**config.mk**
```make
export PLATFORM = sky130hd
export DESIGN_NAME = serial_modem_ctl_rx_error_flags
export DESIGN_NICKNAME = d
export VERILOG_FILES = /design/src/pkg/serial_rx_pkg.sv /design/src/rtl/rx_char_deserializer.sv /design/src/rtl/serial_modem_ctl_rx_error_flags.sv
export SDC_FILE = /design/constraint.sdc
export NUM_CORES = 1
export LEC_CHECK = 0
export BUFFER_PORTS_ARGS = -buffer_cell sky130_fd_sc_hd__buf_2
export CAP_MARGIN = 10
export CORE_ASPECT_RATIO = 1.4
export CORE_MARGIN = 8
export CORE_UTILIZATION = 53
export CTS_CLUSTER_SIZE = 25
export DETAILED_ROUTE_END_ITERATION = 8
export GPL_TIMING_DRIVEN = 0
export PLACE_DENSITY = 0.75
export SYNTH_ARGS = -nofsm -noshare
export SYNTH_HDL_FRONTEND = slang
export SYNTH_SLANG_ARGS = --single-unit
```
**constraint.sdc**
```tcl
create_clock -name clk_sys_i -period 1.78 [get_ports clk_sys_i]
set_clock_uncertainty 0.05 [all_clocks]
set_input_delay 0.267 -clock clk_sys_i [delete_from_list [all_inputs] [get_ports clk_sys_i]]
set_output_delay 0.267 -clock clk_sys_i [all_outputs]
set_load 0.05 [all_outputs]
```
**src/pkg/serial_rx_pkg.sv**
```systemverilog
package serial_rx_pkg;

    // Clock and line timing
    localparam int CLK_HZ = 100_000_000;
    localparam int BAUD_DEFAULT = 9600;
    localparam int OVERSAMPLE = 16;
    localparam logic [3:0] MID_TICK = 4'h7;
    localparam logic [3:0] LAST_TICK = 4'hf;
    localparam int DIV_W = 16;
    localparam logic [DIV_W-1:0] DIVISOR_RESET = DIV_W'(CLK_HZ / (BAUD_DEFAULT * OVERSAMPLE) - 1);

    // Register map (byte addresses)
    localparam int ADDR_W = 8;
    localparam logic [ADDR_W-1:0] RX_STATUS_OFS = 8'h00;
    localparam logic [ADDR_W-1:0] RX_BUF_OFS = 8'h04;
    localparam logic [ADDR_W-1:0] IRQ_STAT_OFS = 8'h08;
    localparam logic [ADDR_W-1:0] IRQ_MASK_OFS = 8'h0c;
    localparam logic [ADDR_W-1:0] LINE_CFG_OFS = 8'h10;
    localparam logic [ADDR_W-1:0] DIVISOR_OFS = 8'h14;
    localparam int DATA_W = 16;

    // receiver_control_status fields
    localparam int DONE_BIT = 7;
    localparam int SEC_SEND_BIT = 3;
    localparam int RTS_BIT = 2;
    localparam int DTR_BIT = 1;
    localparam int TAPE_EN_BIT = 0;

    // receiver_char_buffer fields
    localparam int ERR_BIT = 15;
    localparam int OVR_BIT = 14;
    localparam int FRM_BIT = 13;
    localparam int PAR_BIT = 12;
    localparam int CHAR_W = 8;

    // Line configuration fields
    localparam int PAR_EN_BIT = 0;
    localparam int PAR_ODD_BIT = 1;

    // Interrupt status / mask fields
    localparam int IRQ_W = 2;
    localparam int IRQ_CHAR_BIT = 0;
    localparam int IRQ_START_BIT = 1;

    typedef enum logic [2:0] {
        RX_IDLE = 3'b000,
        RX_START = 3'b001,
        RX_DATA = 3'b010,
        RX_PARITY = 3'b011,
        RX_STOP = 3'b100
    } rx_state_e;

    typedef struct packed {
        logic parity_en;
        logic parity_odd;
    } line_cfg_s;

    typedef struct packed {
        logic start_mid;
        logic char_done;
        logic stop_bit_error_flag;
        logic parity_error;
        logic [CHAR_W-1:0] data;
    } rx_event_s;

endpackage

```
**src/rtl/rx_char_deserializer.sv**
```systemverilog
`timescale 1ns/10ps
module rx_char_deserializer (
    // Clock and reset
    input wire logic clk_sys_i,
    input wire logic rst_b_i,
    // Line side, already synchronised
    input wire logic tick_i,
    input wire logic line_i,
    input serial_rx_pkg::line_cfg_s cfg_i,
    // Character events
    output serial_rx_pkg::rx_event_s evt_o
);
    import serial_rx_pkg::*;

    typedef struct packed {
        rx_state_e state;
        logic [3:0] phase;
        logic [2:0] bit_cnt;
        logic [CHAR_W-1:0] shift;
        logic par_bit;
        rx_event_s evt;
    } deser_s;

    deser_s st_reg;
    deser_s st_next;

    always_comb begin
        st_next = st_reg;
        st_next.evt.start_mid = 1'b0;
        st_next.evt.char_done = 1'b0;
        if (tick_i) begin
            st_next.phase = st_reg.phase + 4'h1;
            case (st_reg.state)
                RX_IDLE: begin
                    st_next.phase = 4'h0;
                    if (!line_i) begin
                        st_next.state = RX_START;
                    end
                end
                RX_START: begin
                    if (st_reg.phase == MID_TICK) begin
                        st_next.phase = 4'h0;
                        st_next.bit_cnt = 3'h0;
                        if (!line_i) begin
                            st_next.state = RX_DATA;
                            st_next.evt.start_mid = 1'b1;
                        end else begin
                            st_next.state = RX_IDLE;
                        end
                    end
                end
                RX_DATA: begin
                    if (st_reg.phase == LAST_TICK) begin
                        st_next.shift = {line_i, st_reg.shift[CHAR_W-1:1]};
                        st_next.bit_cnt = st_reg.bit_cnt + 3'h1;
                        if (st_reg.bit_cnt == 3'(CHAR_W - 1)) begin
                            st_next.state = cfg_i.parity_en ? RX_PARITY : RX_STOP;
                        end
                    end
                end
                RX_PARITY: begin
                    if (st_reg.phase == LAST_TICK) begin
                        st_next.par_bit = line_i;
                        st_next.state = RX_STOP;
                    end
                end
                RX_STOP: begin
                    if (st_reg.phase == LAST_TICK) begin
                        st_next.state = RX_IDLE;
                        st_next.evt.char_done = 1'b1;
                        st_next.evt.data = st_reg.shift;
                        st_next.evt.stop_bit_error_flag = ~line_i;
                        st_next.evt.parity_error = cfg_i.parity_en &
                            (^st_reg.shift ^ st_reg.par_bit ^ cfg_i.parity_odd);
                    end
                end
                default: begin
                    st_next.state = RX_IDLE;
                end
            endcase
        end
    end

    always_ff @(posedge clk_sys_i or negedge rst_b_i) begin
        if (!rst_b_i) begin
            st_reg <= '0;
        end else begin
            st_reg <= st_next;
        end
    end

    assign evt_o = st_reg.evt;

endmodule

```
**src/rtl/serial_modem_ctl_rx_error_flags.sv**
```systemverilog
// Local design decisions: the register offsets and the address-and-strobe port.
`timescale 1ns/10ps
// Function
// - Set reverse_channel_send bit drives space on the reverse-channel lead; read/write.
// - Request-to-send bit is read/write, drives dataset lead, cleared by bus init.
// - Terminal-ready bit set connects to the dataset channel; clear disconnects.
// - Terminal-ready has no defined value after power-up; reset here loads it with zero.
// - Writing one to tape_advance_enable pulses reader advance and clears char done.
// - tape_advance_enable clears at middle of start bit and on bus init.
// - Summary error flag is OR of overrun, framing and parity flags.
// - Summary error flag never feeds the interrupt logic.
// - Summary error flag is read-only, clears only when its causes clear.
// - Error flags hold until the next character, then update; init may not clear.
// - Overrun sets when a character completes while char done is still set.
// - Char done sets when a complete character is ready for the host.
// - Stop-bit error flag sets when the character lacked a valid stop bit.
// - Parity error sets on parity mismatch; stays zero with parity off.
module serial_modem_ctl_rx_error_flags #(
    parameter logic [serial_rx_pkg::DIV_W-1:0] DIVISOR_DEFAULT = serial_rx_pkg::DIVISOR_RESET
) (
    // Clock and reset
    input wire logic clk_sys_i,
    input wire logic rst_b_i,
    // Bus initialize, same clock domain
    input wire logic bus_init_i,
    // Register port
    input wire logic [serial_rx_pkg::ADDR_W-1:0] addr_i,
    input wire logic [serial_rx_pkg::DATA_W-1:0] wdata_i,
    input wire logic wr_i,
    input wire logic rd_i,
    output logic [serial_rx_pkg::DATA_W-1:0] rdata_o,
    // Serial and modem pins
    input wire logic rx_line_i,
    output logic reverse_channel_send_o,
    output logic request_to_send_o,
    output logic terminal_ready_o,
    output logic tape_advance_o,
    // Interrupt
    output logic irq_o
);
    import serial_rx_pkg::*;

    typedef struct packed {
        logic [1:0] line_sync;
        logic [DIV_W-1:0] div_cnt;
        logic tick;
        logic sec_send;
        logic rts;
        logic dtr;
        logic tape_en;
        logic done;
        logic ovr;
        logic frm;
        logic par;
        logic [CHAR_W-1:0] data;
        line_cfg_s cfg;
        logic [DIV_W-1:0] divisor;
        logic [IRQ_W-1:0] irq_stat;
        logic [IRQ_W-1:0] irq_mask;
        logic irq;
        logic [DATA_W-1:0] rdata;
    } ctl_state_s;

    localparam ctl_state_s STATE_RESET = '{
        line_sync: 2'h3,
        div_cnt: '0,
        tick: 1'b0,
        sec_send: 1'b0,
        rts: 1'b0,
        dtr: 1'b0,
        tape_en: 1'b0,
        done: 1'b0,
        ovr: 1'b0,
        frm: 1'b0,
        par: 1'b0,
        data: '0,
        cfg: '0,
        divisor: DIVISOR_DEFAULT,
        irq_stat: '0,
        irq_mask: '0,
        irq: 1'b0,
        rdata: '0
    };

    ctl_state_s st_reg;
    ctl_state_s st_next;
    rx_event_s rx_evt;

    rx_char_deserializer u_deser (
        .clk_sys_i(clk_sys_i),
        .rst_b_i(rst_b_i),
        .tick_i(st_reg.tick),
        .line_i(st_reg.line_sync[1]),
        .cfg_i(st_reg.cfg),
        .evt_o(rx_evt)
    );

    function automatic logic hit(input logic strobe, input logic [ADDR_W-1:0] a,
                                 input logic [ADDR_W-1:0] ofs);
        hit = strobe && (a == ofs);
    endfunction

    function automatic logic [DATA_W-1:0] status_view(input ctl_state_s s);
        status_view = '0;
        status_view[DONE_BIT] = s.done;
        status_view[SEC_SEND_BIT] = s.sec_send;
        status_view[RTS_BIT] = s.rts;
        status_view[DTR_BIT] = s.dtr;
        status_view[TAPE_EN_BIT] = 1'b0;
    endfunction

    function automatic logic [DATA_W-1:0] buffer_view(input ctl_state_s s);
        buffer_view = '0;
        buffer_view[ERR_BIT] = s.ovr | s.frm | s.par;
        buffer_view[OVR_BIT] = s.ovr;
        buffer_view[FRM_BIT] = s.frm;
        buffer_view[PAR_BIT] = s.par;
        buffer_view[CHAR_W-1:0] = s.data;
    endfunction

    always_comb begin
        logic csr_wr;
        logic done_clr;
        logic [IRQ_W-1:0] irq_evt;
        csr_wr = hit(wr_i, addr_i, RX_STATUS_OFS);
        done_clr = 1'b0;
        irq_evt = '0;
        st_next = st_reg;

        // Line synchroniser and oversampling divider
        st_next.line_sync = {st_reg.line_sync[0], rx_line_i};
        st_next.tick = 1'b0;
        if (st_reg.div_cnt >= st_reg.divisor) begin
            st_next.div_cnt = '0;
            st_next.tick = 1'b1;
        end else begin
            st_next.div_cnt = st_reg.div_cnt + DIV_W'(1);
        end

        // Reader advance is held from the enable write until the next start bit is seen
        if (rx_evt.start_mid) begin
            st_next.tape_en = 1'b0;
        end
        if (csr_wr) begin
            st_next.sec_send = wdata_i[SEC_SEND_BIT];
            st_next.rts = wdata_i[RTS_BIT];
            st_next.dtr = wdata_i[DTR_BIT];
            if (wdata_i[TAPE_EN_BIT]) begin
                st_next.tape_en = 1'b1;
                done_clr = 1'b1;
            end
        end
        if (hit(rd_i, addr_i, RX_BUF_OFS)) begin
            done_clr = 1'b1;
        end
        if (bus_init_i) begin
            st_next.sec_send = 1'b0;
            st_next.rts = 1'b0;
            st_next.tape_en = 1'b0;
            done_clr = 1'b1;
        end

        // Character completion: flags captured as one set, kept until the next
        if (rx_evt.char_done) begin
            st_next.data = rx_evt.data;
            st_next.ovr = st_reg.done;
            st_next.frm = rx_evt.stop_bit_error_flag;
            st_next.par = rx_evt.parity_error;
            irq_evt[IRQ_CHAR_BIT] = 1'b1;
        end
        if (rx_evt.start_mid) begin
            irq_evt[IRQ_START_BIT] = 1'b1;
        end
        st_next.done = (st_reg.done & ~done_clr) | rx_evt.char_done;

        // Configuration registers
        if (hit(wr_i, addr_i, LINE_CFG_OFS)) begin
            st_next.cfg.parity_en = wdata_i[PAR_EN_BIT];
            st_next.cfg.parity_odd = wdata_i[PAR_ODD_BIT];
        end
        if (hit(wr_i, addr_i, DIVISOR_OFS)) begin
            st_next.divisor = wdata_i[DIV_W-1:0];
        end

        // Interrupts: only character and start events, never the error summary
        if (hit(wr_i, addr_i, IRQ_MASK_OFS)) begin
            st_next.irq_mask = wdata_i[IRQ_W-1:0];
        end
        st_next.irq_stat = st_reg.irq_stat;
        if (hit(wr_i, addr_i, IRQ_STAT_OFS)) begin
            st_next.irq_stat = st_reg.irq_stat & ~wdata_i[IRQ_W-1:0];
        end
        st_next.irq_stat = st_next.irq_stat | irq_evt;
        st_next.irq = |(st_next.irq_stat & st_next.irq_mask);

        // Read data stands for one cycle only
        st_next.rdata = '0;
        if (rd_i) begin
            case (addr_i)
                RX_STATUS_OFS: st_next.rdata = status_view(st_reg);
                RX_BUF_OFS: st_next.rdata = buffer_view(st_reg);
                IRQ_STAT_OFS: st_next.rdata = DATA_W'(st_reg.irq_stat);
                IRQ_MASK_OFS: st_next.rdata = DATA_W'(st_reg.irq_mask);
                LINE_CFG_OFS: begin
                    st_next.rdata[PAR_EN_BIT] = st_reg.cfg.parity_en;
                    st_next.rdata[PAR_ODD_BIT] = st_reg.cfg.parity_odd;
                end
                DIVISOR_OFS: st_next.rdata = DATA_W'(st_reg.divisor);
                default: st_next.rdata = '0;
            endcase
        end
    end

    // Power-up reset gives terminal-ready a known zero; software must not rely on it
    always_ff @(posedge clk_sys_i or negedge rst_b_i) begin
        if (!rst_b_i) begin
            st_reg <= STATE_RESET;
        end else begin
            st_reg <= st_next;
        end
    end

    assign rdata_o = st_reg.rdata;
    assign reverse_channel_send_o = st_reg.sec_send;
    assign request_to_send_o = st_reg.rts;
    assign terminal_ready_o = st_reg.dtr;
    assign tape_advance_o = st_reg.tape_en;
    assign irq_o = st_reg.irq;

endmodule

```
==> key figures, run 1 <==
Outcome
  – Status: finished, violations left
  – Violated checks: setup timing

Critical path
  – Kind of cell adding the most delay to the critical path: flip-flops
  – Worst Setup SP: st_reg[30]
  – Worst path most repeated cell: nor2_2
  – Crit Path Class: flip-flop to flip-flop
  – Slowest cell on crit path: dfstp_2
  – Worst r2r src: st_reg[30]
  – CP required: 2.01 ns
  – CP Buf/Inv Count: 3
  – Peak per-stage delay on the critical path: 0.55 ns
  – Crit end category: flip-flop
  – Startpoint types: flip-flop
  – Crit path cell chain: inv_2, ha_4, nand4_1, nor2_2, buf_4, a221oi_4, o221ai_4, buf_6, nor2_2
  – Critical Path AT: 2.23 ns
  – Max FO, Critical Path: 7

Clock network
  – CTS tree: built
  – Clk Latency, worst-skew pair: 0.35 ns
  – CTS H-Tree Depth: 3
  – Clk pin slew, worst setup/hold paths: 0.07 ns
  – Clk sinks: 105
  – Maximum clock insertion buffer count: 2
  – Clock root cell: clkbuf_16
  – CTS Buf Count: 9

Placed design
  – Pre-CTS WS: -0.412 ns
  – Port Buf Inserts: 48
  – DPL Wire Length: 7720 um
  – Post-Place Cells: 606
  – Final GP Congestion: 0.875

STA
  – Final setup margin: -0.217 ns
  – Slew HR: 62.5%
  – Crit path time final: 2.00 ns
  – Final setup vio count: 17
  – RSZ-0062 raised after global routing: true
  – F_max: 0.501 GHz
  – Pins Over Slew Limit: 0
  – Crit share post-route: 112%
  – Worst-Margin Slew: 0.558 ns
  – Final Hold Viols: 0
  – Fin Hold WS: 0.0985 ns

Layout
  – ANT cells: 0
  – Fillcell total: 670
  – Final std cells w/o fill: 639
  – Commonest cells after routing, fill and taps aside: 97 x dfrtp_1, 51 x buf_2, 49 x mux2_2
  – Max reg flops: 52
  – Area grow syn2layout: 21.0%
  – Most common cell after layout, fill and taps aside: dfrtp_1
  – Final net count: 574
  – Share of cells above drive strength 1: 38.9%

Detailed routing
  – WL/cell: 17.9 um
  – Vias per cell: 5.73
  – Drt pass-1 iters: 5
  – Via Count: 3,662
  – Routed wire length: 11,400 um
  – Post-route ant nets: 0
  – # DRC: 0
  – DR iter-0 viols: 159

Synthesis
  – Main synth FF type: dfrtp_1
  – Synth cell types: 50
  – Ys Warns: 0
  – Flops & latches, synth: 105
  – Cell count after synthesis: 447
  – Number of synthesized flops with an enable pin: 0
  – Mapped Avg Cell Area: 11.4 um^2
  – Area share of the leading cell type in the synthesized netlist: 48.7%
  – Yosys top cell by area: dfrtp_1
  – Mapped Area: 0.00509 mm^2
  – Asr flop ratio synth: 100%
  – Synth top area cells: dfrtp_1 49%, mux2_2 11%, ha_1 4.9%
  – Post-Syn Nets: 497
  – Sequential fraction of the synthesis area: 51.8%

Die
  – Die H: 132 um
  – Die area: 0.0130 mm^2
  – Row count: 42
  – Starting density of the core: 54.1%
  – Chip width: 98.8 um
  – Ports: 51
  – Core Area: 0.00941 mm^2

Global route
  – Initial antenna violation count: 0
  – Gr ovfl total: 0
  – Vias in the first global route: 3,815
  – First-pass GRT wire length: 18,300 um
  – Gr usage total: 17.4%
  – Largest net degree at the start of global routing: 77

Power
  – Comb power frac: 18.7%
  – Tot Pwr: 5.68 mW
  – Pwr per Cell Area: 923 mW/mm^2
  – Switching Share: 28.1%
  – Cell Int Power: 4.09 mW
  – Sequential share of power: 46.7%
  – Maximum vdd drop: 0.471 mV
  – Clock share of power: 34.6%
  – Switch Pwr: 1.60 mW
  – Leak pwr: 2.99 nW

Hold path
  – Hold path startpoint: wdata_i[6]
  – Min-delay worst type: primary input to flip-flop

Run
  – MaxCap Viol Count: 0
[worst paths after layout]
kind                                    end  slack (ns)  cells past startpoint
worst max-delay path             st_reg[59]       -0.22                      9
worst min-delay path             st_reg[27]         0.1                      2
worst max register to register   st_reg[59]       -0.22                      9
worst min register to register   st_reg[73]        0.31                      0
max in group asynchronous       st_next[73]        0.62                      3
min in group asynchronous        st_reg[17]        0.34                      2
[per-stage QoR]
step | cell area (um^2) | setup TNS, ns | utilization [%]
floorplan | 5120 | -0.896 | -
global placement | 5500 | -74.43 | 58.5
detailed placement | 5530 | -9.20 | 58.8
CTS | 5960 | -2.92 | 63.4
global route | 6160 | -4.48 | 65.5
finish | 6160 | -3.24 | 65.5
[cell usage after synthesis (all sizes together), types with 2 or more instances]
master	count
a22oi	8
o31ai	2
xor2	7
buf	26
nand3b	4
nand4	9
dfstp	6
a21o	8
ha	20
and3	9
o211ai	3
nor2	35
nand2b	4
nor4	9
o21ai	14
xnor2	16
mux2	51
a211oi	2
inv	27
or2	3
dfrtp	99
a31oi	2
nand2	30
clkbuf	5
nand3	12
nor3	5
mux2i	6
a21oi	10
nand4b	2
[per-layer routing]
layer  up-vias  GRT usage (%)  routed length, um
li1       1694              -                  -
met1      1825           19.3               4320
met2       124           30.5               6190
met3        19           4.18                659
met4         0           8.14                244
met5         -              0                  0
[final cells by class]
type | count | area, um^2 | share of cell area (%)
inverters | 27 | 101 | 1.65
clock inverters | 5 | 55.1 | 0.894
flip-flops and latches | 105 | 2640 | 42.8
multi-input cells | 284 | 2360 | 38.2
well taps | 110 | 138 | 2.23
plain buffers | 28 | 196 | 3.19
repair buffers | 69 | 433 | 7.03
clock buffers | 11 | 243 | 3.94
[what timing repair did]
item                       in CTS  in global routing
setup endpoints to repair      32                 30
buffers inserted                9                  8
gates resized for setup        14                 28
pin swaps                      14                 12
hold buffers                    2                  0
gates cloned                    1                  0
hold endpoints to repair       29                  0
[cells by family after synthesis]
group | synth area share [%]
simple gates | 13.0
flops | 51.8
compound gates | 7.79
buf+inv | 5.97
mux | 12.6
xor+xnor | 3.96
fa+ha+maj | 4.92
[worst reg2reg max path, stage by stage (launching register included)]
cell and delay, ns:
dfstp_2 0.55, inv_2 0.05, ha_4 0.23, nand4_1 0.11, nor2_2 0.07, buf_4 0.15, a221oi_4 0.26, o221ai_4 0.18
buf_6 0.18, nor2_2 0.11
[power by group through the flow]
stage	combinational, mW	clock (mW)	sequential, mW
2_1_floorplan	0.504	0	2.63
3_3_place_gp	0.699	0	2.66
3_5_place_dp	0.740	0	2.66
4_1_cts	0.910	2.01	2.65
5_1_grt	1.16	2.10	2.67
6_report	1.06	1.96	2.66
No activity file was read; power rests on OpenSTA's default activity.
==> run 2: changes to the inputs <==
--- a/config.mk
+++ b/config.mk
@@ -12,8 +12,8 @@
 export CORE_UTILIZATION = 53
 export CTS_CLUSTER_SIZE = 25
 export DETAILED_ROUTE_END_ITERATION = 8
-export GPL_TIMING_DRIVEN = 0
 export PLACE_DENSITY = 0.75
+export REMOVE_ABC_BUFFERS = 1
 export SYNTH_ARGS = -nofsm -noshare
 export SYNTH_HDL_FRONTEND = slang
 export SYNTH_SLANG_ARGS = --single-unit
==> run 2 against run 1 <==
Compared with the run above:
- the run still ends with setup timing left
- sequential cell count stayed put
- non-clock buffer count is 17 higher
- hold slack hardly changed
- utilization is 1.5 points higher
- critical path depth stayed put
- sequential share of layout area is 0.92 points lower
- total power is 0.71% higher
- design area is 2.2% higher
- global-route usage is 0.57 points higher
- maximum frequency is 2.9% higher
- first-iteration DRC count is 2.5% higher
- via count is 1.1% higher
- critical path type unchanged
==> key figures, run 2 (same netlist as run 1, synthesis figures left out) <==
Outcome
  – Status: finished, violations left
  – Violated checks: setup timing

Detailed routing
  – Via Count: 3,702
  – Post-route ant nets: 0
  – WL/cell: 17.4 um
  – Drt pass-1 iters: 4
  – # DRC: 0
  – Vias per cell: 5.64
  – Routed wire length: 11,400 um
  – DR iter-0 viols: 163

STA
  – RSZ-0062 raised after global routing: true
  – Worst-Margin Slew: 0.519 ns
  – Crit path time final: 1.94 ns
  – Pins Over Slew Limit: 0
  – Fin Hold WS: 0.0988 ns
  – F_max: 0.515 GHz
  – Final Hold Viols: 0
  – Final setup vio count: 17
  – Crit share post-route: 109%
  – Slew HR: 65.4%
  – Final setup margin: -0.160 ns

Critical path
  – Slowest cell on crit path: dfstp_2
  – Critical Path AT: 2.17 ns
  – CP required: 2.01 ns
  – Max FO, Critical Path: 5
  – Crit path cell chain: inv_2, ha_4, nand4_1, nor2_2, buf_4, a221oi_2, o221ai_2, buf_4, nor2_1
  – Startpoint types: flip-flop
  – Peak per-stage delay on the critical path: 0.54 ns
  – R2R setup slack: -0.16 ns
  – Crit end category: flip-flop
  – Worst path most repeated cell: buf_4
  – Crit Path Class: flip-flop to flip-flop

Layout
  – Max reg flops: 52
  – ANT cells: 0
  – Area grow syn2layout: 23.7%
  – Share of cells above drive strength 1: 41.8%
  – Commonest cells after routing, fill and taps aside: 96 x dfrtp_1, 55 x buf_4, 50 x buf_2
  – Final net count: 591
  – Fillcell total: 705
  – Final Core Density: 66.9%
  – Most common cell after layout, fill and taps aside: dfrtp_1

Die
  – Die area: 0.0130 mm^2
  – Starting density of the core: 54.1%
  – Core Area: 0.00941 mm^2
  – Chip width: 98.8 um
  – Die H: 132 um
  – Row count: 42
  – Ports: 51

Run
  – MaxCap Viol Count: 0

Placed design
  – Final GP Congestion: 0.907
  – DPL Wire Length: 8320 um
  – Port Buf Inserts: 50

Power
  – Clock share of power: 35.3%
  – Maximum vdd drop: 0.761 mV
  – Switch Pwr: 1.58 mW
  – Sequential share of power: 46.2%
  – Pwr per Cell Area: 909 mW/mm^2
  – Cell Int Power: 4.14 mW
  – Switching Share: 27.7%
  – Comb power frac: 18.5%
  – Leak pwr: 3.11 nW
  – Tot Pwr: 5.72 mW

Clock network
  – Clock root cell: clkbuf_16
  – Maximum clock insertion buffer count: 2
  – Clk pin slew, worst setup/hold paths: 0.07 ns
  – CTS Buf Count: 9
  – CTS H-Tree Depth: 3
  – Clk sinks: 105
  – Clk Latency, worst-skew pair: 0.35 ns
  – CTS tree: built

Global route
  – Largest net degree at the start of global routing: 34
  – Gr ovfl total: 0
  – Gr usage total: 18.0%
  – First-pass GRT wire length: 18,500 um
  – Vias in the first global route: 3,888
  – Initial antenna violation count: 0

Hold path
  – Min-delay worst type: primary input to flip-flop
run 2: through the flow:
| step | cell area, um^2 | worst slack (ns) | TNS [ns] | cells |
|---|---|---|---|---|
| floorplan | 4890 | -0.104 | -2.29 | 416 |
| global placement | 5750 | -0.137 | -2.09 | 632 |
| detailed placement | 5750 | -0.238 | -3.27 | 632 |
| CTS | 6180 | -0.120 | -1.67 | 652 |
| global route | 6300 | -0.248 | -3.72 | 656 |
| finish | 6300 | -0.160 | -2.42 | 656 |
run 2: layer usage:
| metal | GRT usage [%] | up-vias | wire length [um] |
|---|---|---|---|
| met3 | 3.65 | 18 | 552 |
| met1 | 18.4 | 1860 | 4110 |
| met4 | 8.65 | 0 | 195 |
| met2 | 33.6 | 93 | 6540 |
| met5 | 0 | - | 0 |
| li1 | - | 1731 | - |
run 2: critical path, delay by kind of cell (launching register included):
family                     cells  cell delay [ns]
adders and majority gates      1             0.22
AOI/OAI and AO/OA              2             0.40
buffers and inverters          3             0.37
DFF                            1             0.54
and+or+nand+nor                3             0.28
run 2: final cells by class:
cell class	instances	area, um^2	share of cell area, %
flip-flops and latches	105	2640	41.9
multi-input cells	284	2310	36.8
repair buffers	114	797	12.7
clock buffers	12	256	4.07
well taps	110	138	2.19
inverters	27	101	1.61
clock inverters	4	51.3	0.815
run 2: worst paths after layout:
kind                              from           endpoint  depth (start not counted)
hold reg to reg            st_next[73]         st_reg[73]                          0
max in group asynchronous      rst_b_i         st_reg[22]                          3
min in group asynchronous      rst_b_i         rdata_o[9]                          2
setup / recovery            st_reg[30]         st_reg[57]                          9
hold / removal              bus_init_i  request_to_send_o                          2
setup reg to reg            st_reg[30]         st_reg[57]                          9
run 2: power by group through the flow:
stage / sequential [mW] / combinational (mW) / clock [mW]
3_5_place_dp: 2.67 / 0.833 / 0
5_1_grt: 2.66 / 1.16 / 2.14
6_report: 2.64 / 1.06 / 2.02
4_1_cts: 2.63 / 0.949 / 2.06
2_1_floorplan: 2.66 / 0.420 / 0
3_3_place_gp: 2.67 / 0.797 / 0
run 2: what timing repair did:
item | 4_1_cts | 5_1_grt
setup buffers | 1 | 3
gates resized for setup | 20 | 22
endpoints found under the setup margin | 23 | 28
endpoints found under the hold margin | 28 | 0
hold buffers | 2 | 0
pin swaps | 11 | 4
gates cloned | 1 | 1
==> run 3: changes to the inputs <==
--- a/config.mk
+++ b/config.mk
@@ -13,7 +13,6 @@
 export CTS_CLUSTER_SIZE = 25
 export DETAILED_ROUTE_END_ITERATION = 8
 export PLACE_DENSITY = 0.75
-export REMOVE_ABC_BUFFERS = 1
 export SYNTH_ARGS = -nofsm -noshare
 export SYNTH_HDL_FRONTEND = slang
 export SYNTH_SLANG_ARGS = --single-unit
==> run 3 against run 2 <==
Compared with the run above:
- the flow still finishes with violations (setup timing)
- combinational power fell by 9.7%
- first-iteration DRC count shrank 27%
- sequential power about the same
- total power shrank 4.0%
- global-route usage rose by 0.39 points
- utilization down 2.0 points
- final cell count down 1.8%
- critical path depth fell by 1
- die area is the same
- count of clock-buffer cells in the layout shrank 2
- worst setup slack better by 0.051 ns
- maximum frequency up 2.7%
==> key figures, run 3 (same netlist as run 1, synthesis figures left out) <==
Outcome
  – Status: finished, violations left
  – Violated checks: setup timing

Placed design
  – Dpl cell area: 0.00571 mm^2
  – Final GP Congestion: 0.868
  – Port Buf Inserts: 50
  – DPL Wire Length: 8460 um

STA
  – Final setup vio count: 17
  – Post-route setup TNS: -1.49 ns
  – Slew HR: 61.0%
  – RSZ-0062 raised after global routing: true
  – Final setup margin: -0.109 ns
  – Crit share post-route: 106%
  – Crit path time final: 1.89 ns
  – Worst-Margin Slew: 0.585 ns
  – F_max: 0.529 GHz
  – Final Hold Viols: 0
  – Pins Over Slew Limit: 0

Clock network
  – CTS H-Tree Depth: 3
  – Clock root cell: clkbuf_16
  – Clk sinks: 105
  – CTS Buf Count: 9
  – Maximum clock insertion buffer count: 2
  – Clk pin slew, worst setup/hold paths: 0.07 ns
  – CTS tree: built
  – Clk Latency, worst-skew pair: 0.35 ns

Power
  – Switching Share: 28.2%
  – Switch Pwr: 1.55 mW
  – Maximum vdd drop: 0.629 mV
  – Comb power frac: 17.4%
  – Leak pwr: 3.05 nW
  – Pwr per Cell Area: 899 mW/mm^2
  – Cell Int Power: 3.95 mW
  – Sequential share of power: 47.7%
  – Tot Pwr: 5.49 mW
  – Clock share of power: 34.9%

Hold path
  – Hold path startpoint: wdata_i[11]
  – Min-delay worst type: primary input to flip-flop

Global route
  – Vias in the first global route: 3,917
  – Largest net degree at the start of global routing: 33
  – Gr usage total: 18.4%
  – Initial antenna violation count: 0
  – First-pass GRT wire length: 19,200 um
  – Gr ovfl total: 0

Critical path
  – Startpoint types: flip-flop
  – Crit Path Class: flip-flop to flip-flop
  – Capture point of the critical path: st_reg[69]
  – FF-to-FF path depth: 8
  – Crit end category: flip-flop
  – Critical Path AT: 2.07 ns
  – Reg2reg end: st_reg[69]
  – Max FO, Critical Path: 17
  – Worst r2r src: st_reg[30]
  – R2R setup slack: -0.11 ns
  – Worst Setup SP: st_reg[30]
  – CP required: 1.96 ns

Detailed routing
  – Post-route ant nets: 0
  – Drt pass-1 iters: 4
  – Routed wire length: 11,200 um
  – Vias per cell: 5.64
  – WL/cell: 17.4 um
  – DR iter-0 viols: 119
  – Via Count: 3,632
  – # DRC: 0

Die
  – Ports: 51
  – Starting density of the core: 54.1%
  – Chip width: 98.8 um
  – Core Area: 0.00941 mm^2
  – Die area: 0.0130 mm^2
  – Row count: 42
  – Die H: 132 um

Layout
  – Final Instance Area: 0.00611 mm^2
  – Area grow syn2layout: 20.0%
  – ANT cells: 0
  – Commonest cells after routing, fill and taps aside: 99 x dfrtp_1, 49 x mux2_2, 49 x buf_2
  – Max reg flops: 52
  – Final net count: 579
  – Share of cells above drive strength 1: 36.7%
  – Most common cell after layout, fill and taps aside: dfrtp_1

Run
  – MaxCap Viol Count: 0
## run 3: cell types whose count changed in the layout (fill, tap and decap cells not counted), moves of 2 or more
| cell | previous run | this run |
|---|---|---|
| nor2_1 | 22 | 34 |
| buf_4 | 55 | 45 |
| nor2_2 | 9 | 1 |
| nor2_4 | 4 | 0 |
| dfrtp_1 | 96 | 99 |
| dfrtp_2 | 3 | 0 |
| buf_6 | 3 | 1 |
| clkinv_4 | 1 | 3 |
| ha_2 | 2 | 0 |
| nor4_1 | 4 | 6 |
## run 3: critical path: stages, from the launching register on
cell	delay (ns)
dfstp_2	0.55
inv_2	0.05
ha_4	0.25
nand4_1	0.11
nor2_2	0.16
o2111ai_2	0.13
o221ai_2	0.24
buf_12	0.18
nor2_1	0.06
## run 3: through the flow
step / worst slack [ns] / hold slack [ns] / utilization (%) / cells
final: -0.109 / 0.0974 / 65.0 / 644
after global routing: -0.172 / 0.0957 / 65.0 / 644
after CTS: -0.0636 / 0.0899 / 64.4 / 641
after detailed placement: -0.115 / 0.191 / 60.7 / 622
after global placement: -0.0239 / 0.182 / 60.7 / 622
after floorplan: -0.0980 / -0.0786 / - / 447
## run 3: repair_timing
action	CTS	global route
buffers inserted	1	3
hold buffers	2	0
setup endpoints to repair	25	28
pin swaps	0	4
gates resized for setup	6	4
endpoints found under the hold margin	28	0
## run 3: routing by layer
layer  track usage, %  vias to the layer above  share of wire (%)
met2             32.8                       89                 53
met5                0                        -                  0
li1                 -                     1710                  -
met3             3.91                       24                4.9
met1             20.4                     1809                 40
met4             7.80                        0                2.4
## run 3: how the worst min path moves through the flow
stage                                        end  slack (ns)  cells after the start
after detailed placement                   irq_o        0.19                      1
final                                 st_reg[32]         0.1                      2
after global routing                  st_reg[27]         0.1                      2
after CTS                 reverse_channel_send_o        0.09                      2
after global placement                st_reg[18]        0.18                      1
after floorplan                            irq_o       -0.08                      0
## run 3: cell type report
class / instances / area (um^2)
clock buffers: 10 / 239
clock inverters: 6 / 52.6
fillers: 673 / 3300
inverters: 27 / 101
multi-input cells: 284 / 2230
flip-flops and latches: 105 / 2640
well taps: 110 / 138
repair buffers: 102 / 714
## run 3: power by group through the flow
| stage | sequential, mW | clock [mW] | combinational [mW] |
|---|---|---|---|
| 6_report | 2.62 | 1.92 | 0.957 |
| 5_1_grt | 2.63 | 2.04 | 1.07 |
| 4_1_cts | 2.61 | 1.95 | 0.930 |
| 3_5_place_dp | 2.66 | 0 | 0.892 |
| 3_3_place_gp | 2.65 | 0 | 0.843 |
| 2_1_floorplan | 2.63 | 0 | 0.504 |
